[config.mk]
export PLATFORM = sky130hd
export DESIGN_NAME = phy_carrier_link_status
export DESIGN_NICKNAME = d
export VERILOG_FILES = /design/src/rtl/phy_pkg.sv /design/src/rtl/carrier_if.sv /design/src/rtl/carrier_sense.sv /design/src/rtl/phy_carrier_link_status.sv
export SDC_FILE = /design/constraint.sdc
export NUM_CORES = 1
export LEC_CHECK = 0
export BUFFER_PORTS_ARGS = -buffer_cell sky130_fd_sc_hd__buf_2
export CORE_MARGIN = 1
export CORE_UTILIZATION = 56
export DETAILED_ROUTE_END_ITERATION = 10
export GPL_ROUTABILITY_DRIVEN = 0
export GPL_TIMING_DRIVEN = 0
export PLACE_DENSITY = 0.8
export SLEW_MARGIN = 10
export SYNTH_ARGS = -nofsm -noshare
export SYNTH_HDL_FRONTEND = slang
export SYNTH_HIERARCHICAL = 1
export SYNTH_SLANG_ARGS = --single-unit
[constraint.sdc]
create_clock -name CLK -period 2.65 [get_ports CLK]
set_input_delay 0.53 -clock CLK [delete_from_list [all_inputs] [get_ports CLK]]
set_output_delay 0.53 -clock CLK [all_outputs]
set_load 0.01 [all_outputs]
[src/rtl/phy_pkg.sv]
// Shared constants for the transceiver status and test logic.
// Assumes a 100 MHz system clock and an AXI4-Lite master with 32-bit data.
package phy_pkg;

  // ************************************************************
  // Timing
  // ************************************************************
  localparam int CLK_MHZ = 100;
  localparam int SRST_TIME_MS = 500;
  // Longest time rounds down
  localparam int SRST_CYCLES = SRST_TIME_MS * CLK_MHZ * 1000;
  localparam int LINK_WAIT_TIME_US = 330;
  // Least time rounds up (exact at this rate)
  localparam int LINK_WAIT_CYCLES = (LINK_WAIT_TIME_US * CLK_MHZ * 1000 + 999) / 1000;
  localparam int SRST_CNT_W = 26;
  localparam int LINK_CNT_W = 16;

  // ************************************************************
  // Register indices; byte address is four times the index
  // ************************************************************
  localparam logic [7:0] IDX_CTRL = 8'h00;
  localparam logic [7:0] IDX_STAT = 8'h01;
  localparam logic [7:0] IDX_EVENT = 8'h10;
  localparam logic [7:0] IDX_MODE = 8'h14;
  localparam int ADDR_W = 8;

  // ************************************************************
  // Basic control fields
  // ************************************************************
  localparam int CTRL_SRST = 15;
  localparam int CTRL_LOOP = 14;
  localparam int CTRL_SPEED = 13;
  localparam int CTRL_ANEN = 12;
  localparam int CTRL_DUPLEX = 8;
  localparam int CTRL_COLTEST = 7;
  localparam logic [15:0] CTRL_WMASK = 16'h7180;
  localparam logic [15:0] CTRL_RESET = 16'h3000;
  // Status, event and mode fields
  localparam int STAT_LINK = 2;
  localparam int EV_COL = 0;
  localparam int EV_CRS = 1;
  localparam int MODE_RMII = 0;
  localparam int MODE_REPEATER = 1;
  localparam logic [1:0] MODE_RESET = 2'h0;

  // AXI responses
  localparam logic [1:0] RESP_OKAY = 2'h0;
  localparam logic [1:0] RESP_SLVERR = 2'h2;

  // ************************************************************
  // Synchronised pin bundle positions
  // ************************************************************
  localparam int P_TXEN = 0;
  localparam int P_RXCLK = 1;
  localparam int P_RXBIT = 2;
  localparam int P_LVALID = 3;
  localparam int P_ANLINK = 4;
  localparam int P_LINK10 = 5;
  localparam int P_ANFDX = 6;
  localparam int P_AN100 = 7;
  localparam int P_TXD = 8;
  localparam int P_RXD = 12;
  localparam int PIN_W = 16;

  // ************************************************************
  // 4B5B code groups, first received bit in the MSB
  // ************************************************************
  localparam logic [4:0] SYM_J = 5'h18;
  localparam logic [4:0] SYM_K = 5'h11;
  localparam logic [4:0] SYM_T = 5'h0D;
  localparam logic [4:0] SYM_R = 5'h07;
  localparam logic [4:0] SYM_IDLE = 5'h1F;
  localparam logic [9:0] WIN_ONES = 10'h3FF;
  localparam logic [2:0] SYM_LAST_BIT = 3'h4;

  typedef enum logic [1:0] {LINK_DOWN, LINK_WAIT, LINK_READY, LINK_UP} link_state_type;
  typedef enum logic [1:0] {CS_IDLE, CS_CARRIER, CS_STREAM} cs_state_type;

endpackage

[src/rtl/carrier_if.sv]
// Bit stream and carrier result between the status top and the carrier detector.
// Assumes both ends run on the same system clock.
interface carrier_if;
  logic bit_stb;
  logic bit_val;
  logic clear;
  logic crs;
  modport src (output bit_stb, output bit_val, output clear, input crs);
  modport det (input bit_stb, input bit_val, input clear, output crs);
endinterface

[src/rtl/carrier_sense.sv]
// Carrier detector working on the unscrambled 5-bit code-group stream.
// Assumes one bit strobe per received code bit, already in the system clock domain.
module carrier_sense (
  input wire logic clk,
  input wire logic nrst,
  carrier_if.det cs
);

  typedef struct packed {
    logic [9:0] win;
    phy_pkg::cs_state_type st;
    logic [2:0] bit_cnt;
    logic [4:0] prev_sym;
    logic crs;
  } cs_reg_type;

  cs_reg_type r_reg;
  cs_reg_type r_next;

  // True when two zeros with at least one bit between them lie in the window
  function automatic logic split_zeros(input logic [9:0] w);
    logic hit;
    logic far;
    logic near;
    hit = 1'b0;
    far = 1'b0;
    near = 1'b0;
    for (int i = 0; i < 10; i++) begin
      if (!w[i] && far) begin
        hit = 1'b1;
      end
      far = far | near;
      near = !w[i];
    end
    return hit;
  endfunction

  // ************************************************************
  // Next state
  // ************************************************************
  always_comb begin
    logic [9:0] win_n;
    logic [4:0] sym;
    win_n = {r_reg.win[8:0], cs.bit_val};
    sym = win_n[4:0];
    r_next = r_reg;
    if (cs.clear) begin
      r_next.win = phy_pkg::WIN_ONES;
      r_next.st = phy_pkg::CS_IDLE;
      r_next.bit_cnt = 3'h0;
      r_next.prev_sym = phy_pkg::SYM_IDLE;
      r_next.crs = 1'b0;
    end else if (cs.bit_stb) begin
      r_next.win = win_n;
      unique case (r_reg.st)
        phy_pkg::CS_IDLE: begin
          if (split_zeros(win_n)) begin
            r_next.st = phy_pkg::CS_CARRIER;
            r_next.crs = 1'b1;
          end
        end
        phy_pkg::CS_CARRIER: begin
          if (win_n == {phy_pkg::SYM_J, phy_pkg::SYM_K}) begin
            r_next.st = phy_pkg::CS_STREAM;
            r_next.bit_cnt = 3'h0;
            r_next.prev_sym = phy_pkg::SYM_K;
          end else if (win_n == phy_pkg::WIN_ONES) begin
            r_next.st = phy_pkg::CS_IDLE;
            r_next.crs = 1'b0;
          end
        end
        phy_pkg::CS_STREAM: begin
          r_next.bit_cnt = (r_reg.bit_cnt == phy_pkg::SYM_LAST_BIT) ? 3'h0 :
            r_reg.bit_cnt + 3'h1;
          if (r_reg.bit_cnt == phy_pkg::SYM_LAST_BIT) begin
            r_next.prev_sym = sym;
            // end on T R or two IDLE
            // lone T or IDLE keeps carrier
            if ((r_reg.prev_sym == phy_pkg::SYM_T && sym == phy_pkg::SYM_R) ||
                (r_reg.prev_sym == phy_pkg::SYM_IDLE && sym == phy_pkg::SYM_IDLE)) begin
              r_next.st = phy_pkg::CS_IDLE;
              r_next.crs = 1'b0;
              r_next.win = phy_pkg::WIN_ONES;
            end
          end
        end
        // Unused state code falls back to idle
        default: begin
          r_next.st = phy_pkg::CS_IDLE;
          r_next.crs = 1'b0;
        end
      endcase
    end
  end

  // State register
  always_ff @(posedge clk or negedge nrst) begin
    if (!nrst) begin
      r_reg <= '{win: 10'h3FF, st: phy_pkg::CS_IDLE, bit_cnt: 3'h0,
        prev_sym: 5'h1F, crs: 1'b0};
    end else begin
      r_reg <= r_next;
    end
  end

  assign cs.crs = r_reg.crs;

endmodule // carrier_sense

[src/rtl/phy_carrier_link_status.sv]
// Status and test logic of a 10/100 transceiver: soft reset, carrier sense,
// collision, link integrity, near-end loopback and the register file.
// Assumes AXI4-Lite from software and unsynchronised pins from the line side.

module phy_carrier_link_status #(
  parameter logic [25:0] SRST_CYCLES = 26'(phy_pkg::SRST_CYCLES),
  parameter logic [15:0] LINK_WAIT_CYCLES = 16'(phy_pkg::LINK_WAIT_CYCLES)
) (
  input wire logic CLK,
  input wire logic NRST,
  input wire logic [7:0] AWADDR,
  input wire logic AWVALID,
  output logic AWREADY,
  input wire logic [31:0] WDATA,
  input wire logic [3:0] WSTRB,
  input wire logic WVALID,
  output logic WREADY,
  output logic [1:0] BRESP,
  output logic BVALID,
  input wire logic BREADY,
  input wire logic [7:0] ARADDR,
  input wire logic ARVALID,
  output logic ARREADY,
  output logic [31:0] RDATA,
  output logic [1:0] RRESP,
  output logic RVALID,
  input wire logic RREADY,
  input wire logic TXEN,
  input wire logic [3:0] TXD,
  input wire logic RX_CODE_CLK,
  input wire logic RX_CODE_BIT,
  input wire logic [3:0] RXD_LINE,
  input wire logic LINE_VALID,
  input wire logic AN_LINK_ENABLE,
  input wire logic AN_FULL_DUPLEX,
  input wire logic AN_SPEED_100,
  input wire logic LINK10_OK,
  output logic [3:0] RXD,
  output logic CRS,
  output logic CRS_DV,
  output logic COL,
  output logic LINK_INDICATOR_OUTPUT,
  output logic TX_POWER_DOWN
);

  typedef struct packed {
    logic [15:0] pin_s1;
    logic [15:0] pin_s2;
    logic rxclk_prev;
    logic aw_have;
    logic [7:0] aw_addr;
    logic w_have;
    logic [15:0] w_data;
    logic [1:0] w_strb;
    logic bvalid;
    logic [1:0] bresp;
    logic rvalid;
    logic [15:0] rdata;
    logic [1:0] rresp;
    logic [15:0] ctrl;
    logic [1:0] mode;
    logic [1:0] events;
    logic srst_busy;
    logic [25:0] srst_cnt;
    phy_pkg::link_state_type link_st;
    logic [15:0] link_cnt;
    logic crs;
    logic crs_dv;
    logic col;
    logic link;
    logic tx_pd;
    logic [3:0] rxd;
  } top_state_type;

  top_state_type r_reg;
  top_state_type r_next;
  carrier_if cs_bus ();

  // Merge two byte lanes of write data into an old 16-bit value
  function automatic logic [15:0] lane_merge(input logic [15:0] old_v,
      input logic [15:0] new_v, input logic [1:0] strb);
    return {strb[1] ? new_v[15:8] : old_v[15:8], strb[0] ? new_v[7:0] : old_v[7:0]};
  endfunction

  // Word index of a byte address, or an out-of-range marker if misaligned
  function automatic logic [7:0] word_index(input logic [7:0] addr);
    return (addr[1:0] == 2'h0) ? {2'h0, addr[7:2]} : 8'hFF;
  endfunction

  // ************************************************************
  // Carrier detector
  // ************************************************************
  carrier_sense u_carrier (
    .clk(CLK),
    .nrst(NRST),
    .cs(cs_bus)
  );

  // Bit strobe on each synchronised rising edge of the code clock
  assign cs_bus.bit_stb = r_reg.pin_s2[phy_pkg::P_RXCLK] & ~r_reg.rxclk_prev;
  assign cs_bus.bit_val = r_reg.pin_s2[phy_pkg::P_RXBIT];
  assign cs_bus.clear = r_reg.srst_busy;

  // ************************************************************
  // Next state
  // ************************************************************
  always_comb begin
    logic an_en;
    logic fdx;
    logic spd100;
    logic loop;
    logic coltest;
    logic txact;
    logic rxact;
    logic crs_any;
    logic lvalid;
    logic [7:0] widx;
    logic [7:0] ridx;
    logic [15:0] wval;
    logic ev_any_wr;
    logic [1:0] ev_w1c;
    r_next = r_reg;
    wval = 16'h0;
    ev_any_wr = 1'b0;
    ev_w1c = 2'h0;

    r_next.pin_s1 = {RXD_LINE, TXD, AN_SPEED_100, AN_FULL_DUPLEX, LINK10_OK,
      AN_LINK_ENABLE, LINE_VALID, RX_CODE_BIT, RX_CODE_CLK, TXEN};
    r_next.pin_s2 = r_reg.pin_s1;
    r_next.rxclk_prev = r_reg.pin_s2[phy_pkg::P_RXCLK];

    // negotiated results override manual speed and duplex
    an_en = r_reg.ctrl[phy_pkg::CTRL_ANEN];
    fdx = an_en ? r_reg.pin_s2[phy_pkg::P_ANFDX] : r_reg.ctrl[phy_pkg::CTRL_DUPLEX];
    spd100 = an_en ? r_reg.pin_s2[phy_pkg::P_AN100] : r_reg.ctrl[phy_pkg::CTRL_SPEED];
    loop = r_reg.ctrl[phy_pkg::CTRL_LOOP];
    coltest = r_reg.ctrl[phy_pkg::CTRL_COLTEST];
    txact = r_reg.pin_s2[phy_pkg::P_TXEN];
    rxact = cs_bus.crs;
    lvalid = r_reg.pin_s2[phy_pkg::P_LVALID];

    // carrier source depends on duplex and repeater mode
    crs_any = (fdx || r_reg.mode[phy_pkg::MODE_REPEATER]) ? rxact : (rxact | txact);
    r_next.crs = ~r_reg.mode[phy_pkg::MODE_RMII] & crs_any;
    r_next.crs_dv = r_reg.mode[phy_pkg::MODE_RMII] & crs_any;

    r_next.col = (coltest & txact) | (~loop & ~fdx & txact & rxact);

    r_next.tx_pd = loop | r_reg.srst_busy;
    r_next.rxd = loop ? r_reg.pin_s2[phy_pkg::P_TXD +: 4] : r_reg.pin_s2[phy_pkg::P_RXD +: 4];

    // Link state machine
    unique case (r_reg.link_st)
      phy_pkg::LINK_DOWN: begin
        r_next.link_cnt = 16'h0;
        if (lvalid) begin
          r_next.link_st = an_en ? phy_pkg::LINK_WAIT : phy_pkg::LINK_UP;
        end
      end
      phy_pkg::LINK_WAIT: begin
        r_next.link_cnt = r_reg.link_cnt + 16'h1;
        if (r_reg.link_cnt == LINK_WAIT_CYCLES - 16'h1) begin
          r_next.link_st = phy_pkg::LINK_READY;
        end
        // negotiation turned off, skip the wait
        if (!an_en) begin
          r_next.link_st = phy_pkg::LINK_UP;
        end
      end
      phy_pkg::LINK_READY: begin
        if (r_reg.pin_s2[phy_pkg::P_ANLINK] || !an_en) begin
          r_next.link_st = phy_pkg::LINK_UP;
        end
      end
      phy_pkg::LINK_UP: begin
        r_next.link_cnt = 16'h0;
      end
    endcase
    if (!lvalid) begin
      r_next.link_st = phy_pkg::LINK_DOWN;
    end

    // combine 100 and 10 Mbps link
    // 10 Mbps link from 10BASE-T receiver
    r_next.link = spd100 ? (r_reg.link_st == phy_pkg::LINK_UP) :
      r_reg.pin_s2[phy_pkg::P_LINK10];

    // ************************************************************
    // AXI4-Lite write channel
    // ************************************************************
    if (AWVALID && !r_reg.aw_have) begin
      r_next.aw_have = 1'b1;
      r_next.aw_addr = AWADDR;
    end
    if (WVALID && !r_reg.w_have) begin
      r_next.w_have = 1'b1;
      r_next.w_data = WDATA[15:0];
      r_next.w_strb = WSTRB[1:0];
    end
    if (r_reg.bvalid && BREADY) begin
      r_next.bvalid = 1'b0;
    end
    widx = word_index(r_reg.aw_addr);
    if (r_reg.aw_have && r_reg.w_have && !r_reg.bvalid) begin
      r_next.aw_have = 1'b0;
      r_next.w_have = 1'b0;
      r_next.bvalid = 1'b1;
      r_next.bresp = phy_pkg::RESP_OKAY;
      unique case (widx)
        phy_pkg::IDX_CTRL: begin
          wval = lane_merge(r_reg.ctrl, r_reg.w_data, r_reg.w_strb);
          if (!r_reg.srst_busy) begin
            // soft reset write takes no other bits
            if (wval[phy_pkg::CTRL_SRST]) begin
              r_next.srst_busy = 1'b1;
              r_next.srst_cnt = 26'h0;
            end else begin
              r_next.ctrl = wval & phy_pkg::CTRL_WMASK;
            end
          end
        end
        phy_pkg::IDX_STAT: begin
          r_next.bresp = phy_pkg::RESP_OKAY;
        end
        phy_pkg::IDX_EVENT: begin
          ev_any_wr = 1'b1;
          ev_w1c = r_reg.w_strb[0] ? r_reg.w_data[1:0] : 2'h0;
        end
        phy_pkg::IDX_MODE: begin
          if (r_reg.w_strb[0]) begin
            r_next.mode = r_reg.w_data[1:0];
          end
        end
        default: begin
          r_next.bresp = phy_pkg::RESP_SLVERR;
        end
      endcase
    end

    // ************************************************************
    // AXI4-Lite read channel
    // ************************************************************
    if (r_reg.rvalid && RREADY) begin
      r_next.rvalid = 1'b0;
    end
    ridx = word_index(ARADDR);
    if (ARVALID && !r_reg.rvalid) begin
      r_next.rvalid = 1'b1;
      r_next.rresp = phy_pkg::RESP_OKAY;
      r_next.rdata = 16'h0;
      unique case (ridx)
        phy_pkg::IDX_CTRL: begin
          r_next.rdata = r_reg.ctrl;
          r_next.rdata[phy_pkg::CTRL_SRST] = r_reg.srst_busy;
        end
        phy_pkg::IDX_STAT: begin
          r_next.rdata[phy_pkg::STAT_LINK] = r_reg.link;
        end
        phy_pkg::IDX_EVENT: begin
          r_next.rdata[1:0] = r_reg.events;
        end
        phy_pkg::IDX_MODE: begin
          r_next.rdata[1:0] = r_reg.mode;
        end
        default: begin
          r_next.rresp = phy_pkg::RESP_SLVERR;
        end
      endcase
    end

    // Sticky events; a new event wins over a clear in the same cycle
    r_next.events[phy_pkg::EV_COL] = (r_reg.events[phy_pkg::EV_COL] & ~ev_any_wr) |
      r_reg.col;
    r_next.events[phy_pkg::EV_CRS] = (r_reg.events[phy_pkg::EV_CRS] &
      ~ev_w1c[phy_pkg::EV_CRS]) | rxact;

    // soft reset reloads control defaults, clears events, link and carrier; mode bits kept
    // sequence length bounded by half a second
    if (r_reg.srst_busy) begin
      r_next.ctrl = phy_pkg::CTRL_RESET;
      r_next.events = 2'h0;
      r_next.link_st = phy_pkg::LINK_DOWN;
      r_next.link_cnt = 16'h0;
      r_next.srst_cnt = r_reg.srst_cnt + 26'h1;
      if (r_reg.srst_cnt == SRST_CYCLES - 26'h1) begin
        r_next.srst_busy = 1'b0;
      end
    end
  end

  // State register
  always_ff @(posedge CLK or negedge NRST) begin
    if (!NRST) begin
      r_reg <= '{pin_s1: 16'h0, pin_s2: 16'h0, rxclk_prev: 1'b0, aw_have: 1'b0,
        aw_addr: 8'h0, w_have: 1'b0, w_data: 16'h0, w_strb: 2'h0, bvalid: 1'b0,
        bresp: 2'h0, rvalid: 1'b0, rdata: 16'h0, rresp: 2'h0,
        ctrl: phy_pkg::CTRL_RESET, mode: phy_pkg::MODE_RESET, events: 2'h0,
        srst_busy: 1'b0, srst_cnt: 26'h0, link_st: phy_pkg::LINK_DOWN,
        link_cnt: 16'h0, crs: 1'b0, crs_dv: 1'b0, col: 1'b0, link: 1'b0,
        tx_pd: 1'b0, rxd: 4'h0};
    end else begin
      r_reg <= r_next;
    end
  end

  // ************************************************************
  // Outputs
  // ************************************************************
  assign AWREADY = ~r_reg.aw_have;
  assign WREADY = ~r_reg.w_have;
  assign BVALID = r_reg.bvalid;
  assign BRESP = r_reg.bresp;
  assign ARREADY = ~r_reg.rvalid;
  assign RVALID = r_reg.rvalid;
  assign RRESP = r_reg.rresp;
  assign RDATA = {16'h0, r_reg.rdata};
  assign RXD = r_reg.rxd;
  assign CRS = r_reg.crs;
  assign CRS_DV = r_reg.crs_dv;
  // COL from system clock, unaligned to MII clocks
  assign COL = r_reg.col;
  assign LINK_INDICATOR_OUTPUT = r_reg.link;
  assign TX_POWER_DOWN = r_reg.tx_pd;

endmodule // phy_carrier_link_status

==> summary by stage, run 1 <==
Synth
Ranked by total cell area, the synthesized netlist is headed by sky130_fd_sc_hd__dfrtp_1 48%, sky130_fd_sc_hd__dfstp_2 6.1%, sky130_fd_sc_hd__buf_4 4.4%, sky130_fd_sc_hd__mux2_2 4.1%, sky130_fd_sc_hd__nor2_1 3.3%. Counting flops and latches in the post-synthesis netlist gives 150. The commonest cells after synthesis are 134 x sky130_fd_sc_hd__dfrtp_1, 60 x sky130_fd_sc_hd__nor2_1, 41 x sky130_fd_sc_hd__buf_4. Synthesis instantiated 68 different standard cells from the library.

Summing every instance area after synthesis gives 6918 um^2. For this run, the register share of the synthesized area comes to 54.55%. The per-instance average area after synthesis is 11.21 um^2.

The total number of yosys warnings is 6. In this run, synthesis inferred 0 flip-flops with an integrated enable. The async set-or-reset flop fraction in the synthesized netlist is 100.0%. The gate count after technology mapping is 617.

Summed over all instances, the cell type with the most area after synthesis is sky130_fd_sc_hd__dfrtp_1. The most common cell in the netlist is sky130_fd_sc_hd__dfrtp_1. For this run, the leading register cell type out of synthesis is sky130_fd_sc_hd__dfrtp_1.

The area share of the leading cell type in the synthesized netlist is 48.47%.

Hold path
The type of the tightest min-delay check is in2async.

Layout
After filler insertion, the fill cell instance count of the layout stands at 871. Summing all multi-input logic gate instances after layout gives 2775 um^2. The final instance area is 8203 um^2.

The register with the most flip-flops in the layout has 88 of them. The number of nets at the end of the flow is 819. The number of antenna diodes in the final layout is 0. The share of cells above drive strength 1 is 29.24%. Cells fill 68.29% of the core in the end. Relative to the synthesized area, the layout overhead comes to 18.57%. The combined flip-flop and latch cell area is 3774 um^2.

Die
The die covers 12800 um^2. The starting density of the core is 57.59%. The core region is 12010 um^2. The width of the die is 113.1 um. The number of ports placed on the die boundary is 125. The initialized floorplan defines 40 standard-cell rows. The die is 113.1 um tall.

CTS
The tree is rooted in a sky130_fd_sc_hd__clkbuf_16. The CTS tree is done. The longest clock path from root to sink contains 2 buffers.

The number of resized instances in the post-cts repair step is 0. The clock slew seen by the registers of the worst setup and hold paths is 0.06 ns. At the later pin of the worst-skew pair, clock insertion delay measures 0.43 ns.

The total CTS buffers is 17. For this design, the sink count on the clock tree is 150. The total number of H-tree levels is 4.

Global route
The number of global-route vias before repair is 4895. Summed over all layers, the global routing overflow is 0. The global-route usage over all layers is 24.08%. Entering global routing, the biggest net connects 92 pins. The first-pass GRT wire length is 23.84 mm. The initial antenna violation count came to 0.

Worst setup path
The worst setup path is launched from a flip-flop. STA puts the critical path data required time at 2.95 ns. On the worst path, the slowest cell contributes a delay of 0.57 ns. In this run the worst path has a maximum fanout of 10. Tracing the worst setup path back leads to its startpoint at r_reg[115]$_DFFE_PN0P_. The slowest stage of the critical path belongs to the cell sky130_fd_sc_hd__or4_4. The cell family contributing the most delay on the critical path is simple AND/OR/NAND/NOR gates. The arrival time reported for the critical path endpoint is 2.78 ns. The endpoint of the worst-slack reg-to-reg timing path is r_reg[49]$_DFFE_PN0P_. The worst register-to-register path begins at r_reg[115]$_DFFE_PN0P_. In this run the register-to-register setup slack is 0.17 ns. Counting both buffers and inverters, the worst setup path holds a total of 2. Counting cells, the worst reg-to-reg path comes to 6. The kind of capture point of the worst setup path is a flip-flop.

Walking the worst path, the cells encountered are or4_4 -> nor3_1 -> and4b_1 -> clkbuf_1 -> buf_6 -> a21oi_1. The critical path start-end classification is reg2reg.

Pwr
The fraction of power spent switching nets is 31.50%. The net load switching power is 0.002221 W. Cell internal power was estimated by the tool at 0.004830 W. For this design the static power due to leakage is 3.837 nW. IR analysis of the VDD net gives a maximum drop of 0.5563 mV.

Power spread over the standard cell area amounts to 859.6 nW/um^2. The share of power burned in registers is 45.2%. In this run, the combinational gates consume 21.0% of the power. The clock network fraction of total power is 33.7%.

Timing
Setup repair after global routing left no endpoint under its margin. Measured against its own limit, the worst slew margin works out to 34.91%. The count of endpoints failing hold in the final timing report came to 0. The count of final max-slew check failures came to 0. The final period utilization is 93.46%. The setup clock skew after layout is 0.007126 ns. The highest achievable clock rate is 403.8 MHz. The shortest clock period the worst path allows after layout is 2.477 ns. For the pin with the worst max-slew slack, the measured transition is 0.9675 ns. The final number of setup-violating endpoints is 0.

Drt
In the final routed layout, each cell accounts on average for 16.11 um. Before antenna repair, the detailed router went through 5 iterations. Detailed routing inserted a total of 5030 vias. The post-detailed-route count of antenna-violating nets is 0. The DRC violations left is 0.

The ratio of routed vias to standard cells is 5.614. Summed over all layers, the routed wires come to 14.44 mm. For this block, the initial DRC count from the detailed router was 272.

Job
The number of violations of the max-capacitance limit is 0.

Run status
The run finished with clean final reports.

Placement
The wire-length estimate of the detail-placed layout is 9.943 mm. After detailed placement, the total cell area comes to 7600 um^2. Buffers placed on the I/O ports in this run total 80.
==> metrics by stage <==
| step | power, W | hold WS [ns] | std cells | setup TNS [ns] | setup WS, ns |
|---|---|---|---|---|---|
| after floorplan | 0.004199 | 0.2344 | 634 | 0 | 0.3423 |
| after global routing | 0.007392 | 0.1154 | 896 | 0 | 0.07477 |
| final | 0.007051 | 0.07861 | 896 | 0 | 0.1734 |
| after global placement | 0.004582 | 0.3329 | 861 | -128.33 | -0.9498 |
| after CTS | 0.007077 | 0.09408 | 894 | 0 | 0.03188 |
| after detailed placement | 0.004687 | 0.3347 | 862 | 0 | 0.04099 |
==> layout by cell type (no fill, tap or decap), drive strengths merged, types with 15 or more instances in the layout <==
cell type	instances
a21oi	20
a22o	16
and3	15
buf	127
clkbuf	34
conb	18
dfrtp	134
dfstp	16
inv	23
mux2	26
nand2	33
nor2	60
o21ai	27
xor2	21
==> how the worst max path moves through the flow <==
stage	endpoint	cells after the start
floorplan	r_reg[50]$_DFFE_PN0P_	5
global placement	r_next[127]$_DFF_PN0_	1
detailed placement	r_reg[50]$_DFFE_PN0P_	5
CTS	r_reg[50]$_DFFE_PN0P_	5
global route	r_reg[37]$_DFFE_PN0P_	6
finish	r_reg[49]$_DFFE_PN0P_	6
==> logic make-up after synthesis <==
kind of cell | after synthesis | share of synthesized area, %
and+or+nand+nor | 211 | 16.91
DFF | 150 | 54.55
AOI/OAI and AO/OA | 106 | 10.98
buffers and inverters | 74 | 6.348
muxes | 39 | 6.167
xor gates and xnor gates | 28 | 3.545
adders and majority gates | 8 | 1.447
other | 1 | 0.05421
==> per-layer routing <==
layer  GRT usage (%)  wire [um]  vias up
li1                -          -     2374
met1           31.45       6280     2493
met2           39.35       7194      147
met3           5.785        730       16
met4           8.772        230        0
met5               0          0        -
==> cell type report <==
type / count / area share, %
plain buffers: 61 / 4.759
clock inverters: 15 / 1.907
clock buffers: 17 / 5.186
flip-flops and latches: 150 / 46.00
well taps: 147 / 2.242
multi-input cells: 410 / 33.83
inverters: 13 / 0.5949
repair buffers: 83 / 5.476
==> timing repair <==
item,in CTS,in global routing
endpoints found under the setup margin,0,2
setup buffers,0,2
hold buffers,0,0
==> power groups by stage <==
stage	clock, W	combinational [W]	sequential [W]
6_report	0.00238	0.00148	0.00319
5_1_grt	0.00250	0.00163	0.00325
4_1_cts	0.00241	0.00148	0.00318
3_5_place_dp	0	0.00147	0.00322
3_3_place_gp	0	0.00140	0.00319
2_1_floorplan	0	0.00109	0.00310
==> worst reg2reg max path, stage by stage, from the launching register on <==
cell,delay (ns)
sky130_fd_sc_hd__dfrtp_1,0.38
sky130_fd_sc_hd__or4_4,0.57
sky130_fd_sc_hd__nor3_1,0.55
sky130_fd_sc_hd__and4b_1,0.29
sky130_fd_sc_hd__clkbuf_1,0.30
sky130_fd_sc_hd__buf_6,0.21
sky130_fd_sc_hd__a21oi_1,0.06
Note: power is estimated with default switching activity, not from simulation.
==> run 2: changes to the inputs <==
==> constraint.sdc (replaced) <==
create_clock -name CLK -period 2.75 [get_ports CLK]
set_input_delay 0.55 -clock CLK [delete_from_list [all_inputs] [get_ports CLK]]
set_output_delay 0.55 -clock CLK [all_outputs]
set_load 0.01 [all_outputs]
==> run 2 against run 1 <==
Compared with the run above: largest power group unchanged; sequential share of layout area rose by 0.084 points; critical endpoint is now r_reg[50]$_DFFE_PN0P_; fmax fell by 5.4%; die area did not move.
==> summary by stage, run 2 (synthesized netlist as in run 1, its figures left out) <==
Global route
The number of global-route vias before repair was 4895. Global routing used 24.08% of the available tracks across all layers. met2 is the most crowded layer.

After global routing the overflow that remains totals 0. The initial antenna violation count came to 0. The largest net degree at the start of global routing is 92. The first-pass GRT wire length is 23.84 mm. The met1 demand-to-capacity share in global routing is 31.45%.

The met3 usage is 5.785%. Global routing consumed, on the met2 layer, 39.35% of the routing resources.

CTS
The CTS tree is done. The maximum count of clock buffers along a single path is 2. The clock latency on the worst-skew pair is 0.43 ns.

The cell sitting at the root of the clock tree is a sky130_fd_sc_hd__clkbuf_16. The total number of H-tree levels is 4. Post-CTS repair changed the size of 0 cells. The clock net sink count is 150. Hold repair after CTS inserted 0 buffers. Post-CTS timing repair inserted 0 buffers for setup. Clock-pin slew was measured on the worst setup and hold paths at 0.06 ns. The total CTS buffers is 17.

Worst setup path
Along the worst path, the maximum fanout reaches 10. The worst register-to-register path ends at r_reg[50]$_DFFE_PN0P_. The critical path ends at r_reg[50]$_DFFE_PN0P_. The arrival time reported for the critical path endpoint is 2.97 ns. The number of cells on the worst reg-to-reg path is 5.

The startpoint identified for the worst register-to-register timing path is r_reg[115]$_DFFE_PN0P_. The sort of element at the start of the critical path is a flip-flop. The worst setup path is of the reg2reg kind.

The kind of capture point of the worst setup path is a flip-flop. The launching instance or port of the critical path is r_reg[115]$_DFFE_PN0P_. Data on the critical path is required at its endpoint by 3.11 ns. The setup check on the worst reg-to-reg path leaves a slack of 0.13 ns.

Placement
Prior to clock tree synthesis, the placed netlist has a worst setup slack of 0.1410 ns. The instance area at placement is 7600 um^2. The number of buffer cells added on primary ports is 80. The detailed placer's ending HPWL is 9.943 mm.

Die
The number of ports placed on the die boundary is 125. The total area inside the core boundary comes to 12010 um^2. The die outline area is 12800 um^2. The starting density of the core is 57.59%. The cell row count is 40.

In this run the vertical extent of the chip is 113.1 um. The die is 113.1 um wide.

Timing
Setup violations remaining at the end of the flow were counted as 0. The count of endpoints failing hold in the final timing report was 0. In this run the tightest slew margin relative to its limit is 35.47%. The highest achievable clock rate is 382.0 MHz. After layout, the worst setup slack is 0.1320 ns. On the final layout, the worst clock skew is 0.005614 ns.

At the pin with the least slew margin, the transition time is 0.9591 ns. Setup repair after global routing left no endpoint under its margin. The shortest clock period the worst path allows after layout is 2.618 ns.

The setup TNS is 0 ns. The count of final max-slew check failures is 0. The final period utilization is 95.20%.

Job
The number of violations of the max-capacitance limit is 0.

Layout
In the layout the commonest cells are 134 x sky130_fd_sc_hd__dfrtp_1, 79 x sky130_fd_sc_hd__buf_2, 60 x sky130_fd_sc_hd__nor2_1, 41 x sky130_fd_sc_hd__buf_4, 33 x sky130_fd_sc_hd__nand2_1. The number of nets at the end of the flow is 817. The number of flip-flops under the largest register name is 88. The number of antenna repair diodes is 0.

Cells with a size suffix above 1 make up 29.05% of the layout. The layout overhead on the synthesized area is 18.36%. The commonest non-fill, non-tap cell in the layout is sky130_fd_sc_hd__dfrtp_1.

The final instance area is 8188 um^2.

Pwr
The power per cell area is 829.9 nW/um^2. VDD sags by at most 0.5376 mV. The leakage power of the design is 3.826 nW. Overall power consumption after layout is estimated at 0.006795 W.

Drt
After detailed routing, the average wire length per cell comes to 16.10 um. In this run, the number of DRC markers left after iteration 0 of detailed routing was 263. Using the TritonRoute via totals, the vias-per-cell ratio works out to 5.602.

In the routed design, unresolved DRC markers number 0. The routed wire length is 14.39 mm. The pre-antenna-repair detailed-routing pass consisted of 6 iterations. In this run the remaining antenna-violating nets after routing total 0. The routed layout has 5008 vias.

Run status
The flow ran to the end, and the final reports show no timing, DRC or antenna violations.

Hold path
The type of the tightest min-delay check is in2async.
-- run 2: critical path: stages, from the launching register on --
cell and delay, ns:
sky130_fd_sc_hd__dfrtp_1 0.38, sky130_fd_sc_hd__or4_4 0.57, sky130_fd_sc_hd__nor4_4 0.68, sky130_fd_sc_hd__o2111ai_4 0.25, sky130_fd_sc_hd__or4_4 0.54, sky130_fd_sc_hd__a21oi_2 0.14
-- run 2: layer usage --
| metal | part of all wire (%) | routed length (um) |
|---|---|---|
| met5 | 0 | 0 |
| met4 | 1.6 | 237 |
| met3 | 4.7 | 670 |
| met2 | 50 | 7179 |
| met1 | 44 | 6302 |
-- run 2: per-stage QoR --
stage	cells	util, %	hold WS, ns
final	894	68.17	0.1010
after global routing	894	68.17	0.1354
after CTS	894	68.11	0.1141
after detailed placement	862	63.27	0.3347
after global placement	861	62.99	0.3329
after floorplan	634	-	0.2544
-- run 2: worst min-delay path by stage --
| stage | end | depth (start not counted) | from | slack, ns |
|---|---|---|---|---|
| global route | RDATA[14]$_DFFE_PN0P_ | 1 | NRST | 0.14 |
| global placement | cs_bus.bit_val$_DFF_PN0_ | 0 | r_next[127]$_DFF_PN0_ | 0.33 |
| floorplan | BRESP[1]$_DFFE_PN0P_ | 0 | NRST | 0.25 |
| detailed placement | r_reg[131]$_DFF_PN0_ | 0 | r_next[131]$_DFF_PN0_ | 0.33 |
| CTS | r_reg[50]$_DFFE_PN0P_ | 1 | NRST | 0.11 |
| finish | r_reg[31]$_DFFE_PN0P_ | 1 | NRST | 0.10 |
-- run 2: report_power, final --
group,leakage (nW),total (W),internal (W),switching [W]
clock,0.283,0.00229,0.00128,0.00101
sequential,1.87,0.00308,0.00269,0.000389
combinational,1.67,0.00143,0.000681,0.000747
-- run 2: layout make-up --
class                      count  area [um^2]
fill                         872         3824
clock buffer                  17        425.4
multi-input combinational    410         2775
timing repair buffer          81        434.2
inverter                      13        48.80
clock inverter                15        156.4
tap                          147        183.9
buffer                        61        390.4
sequential                   150         3774
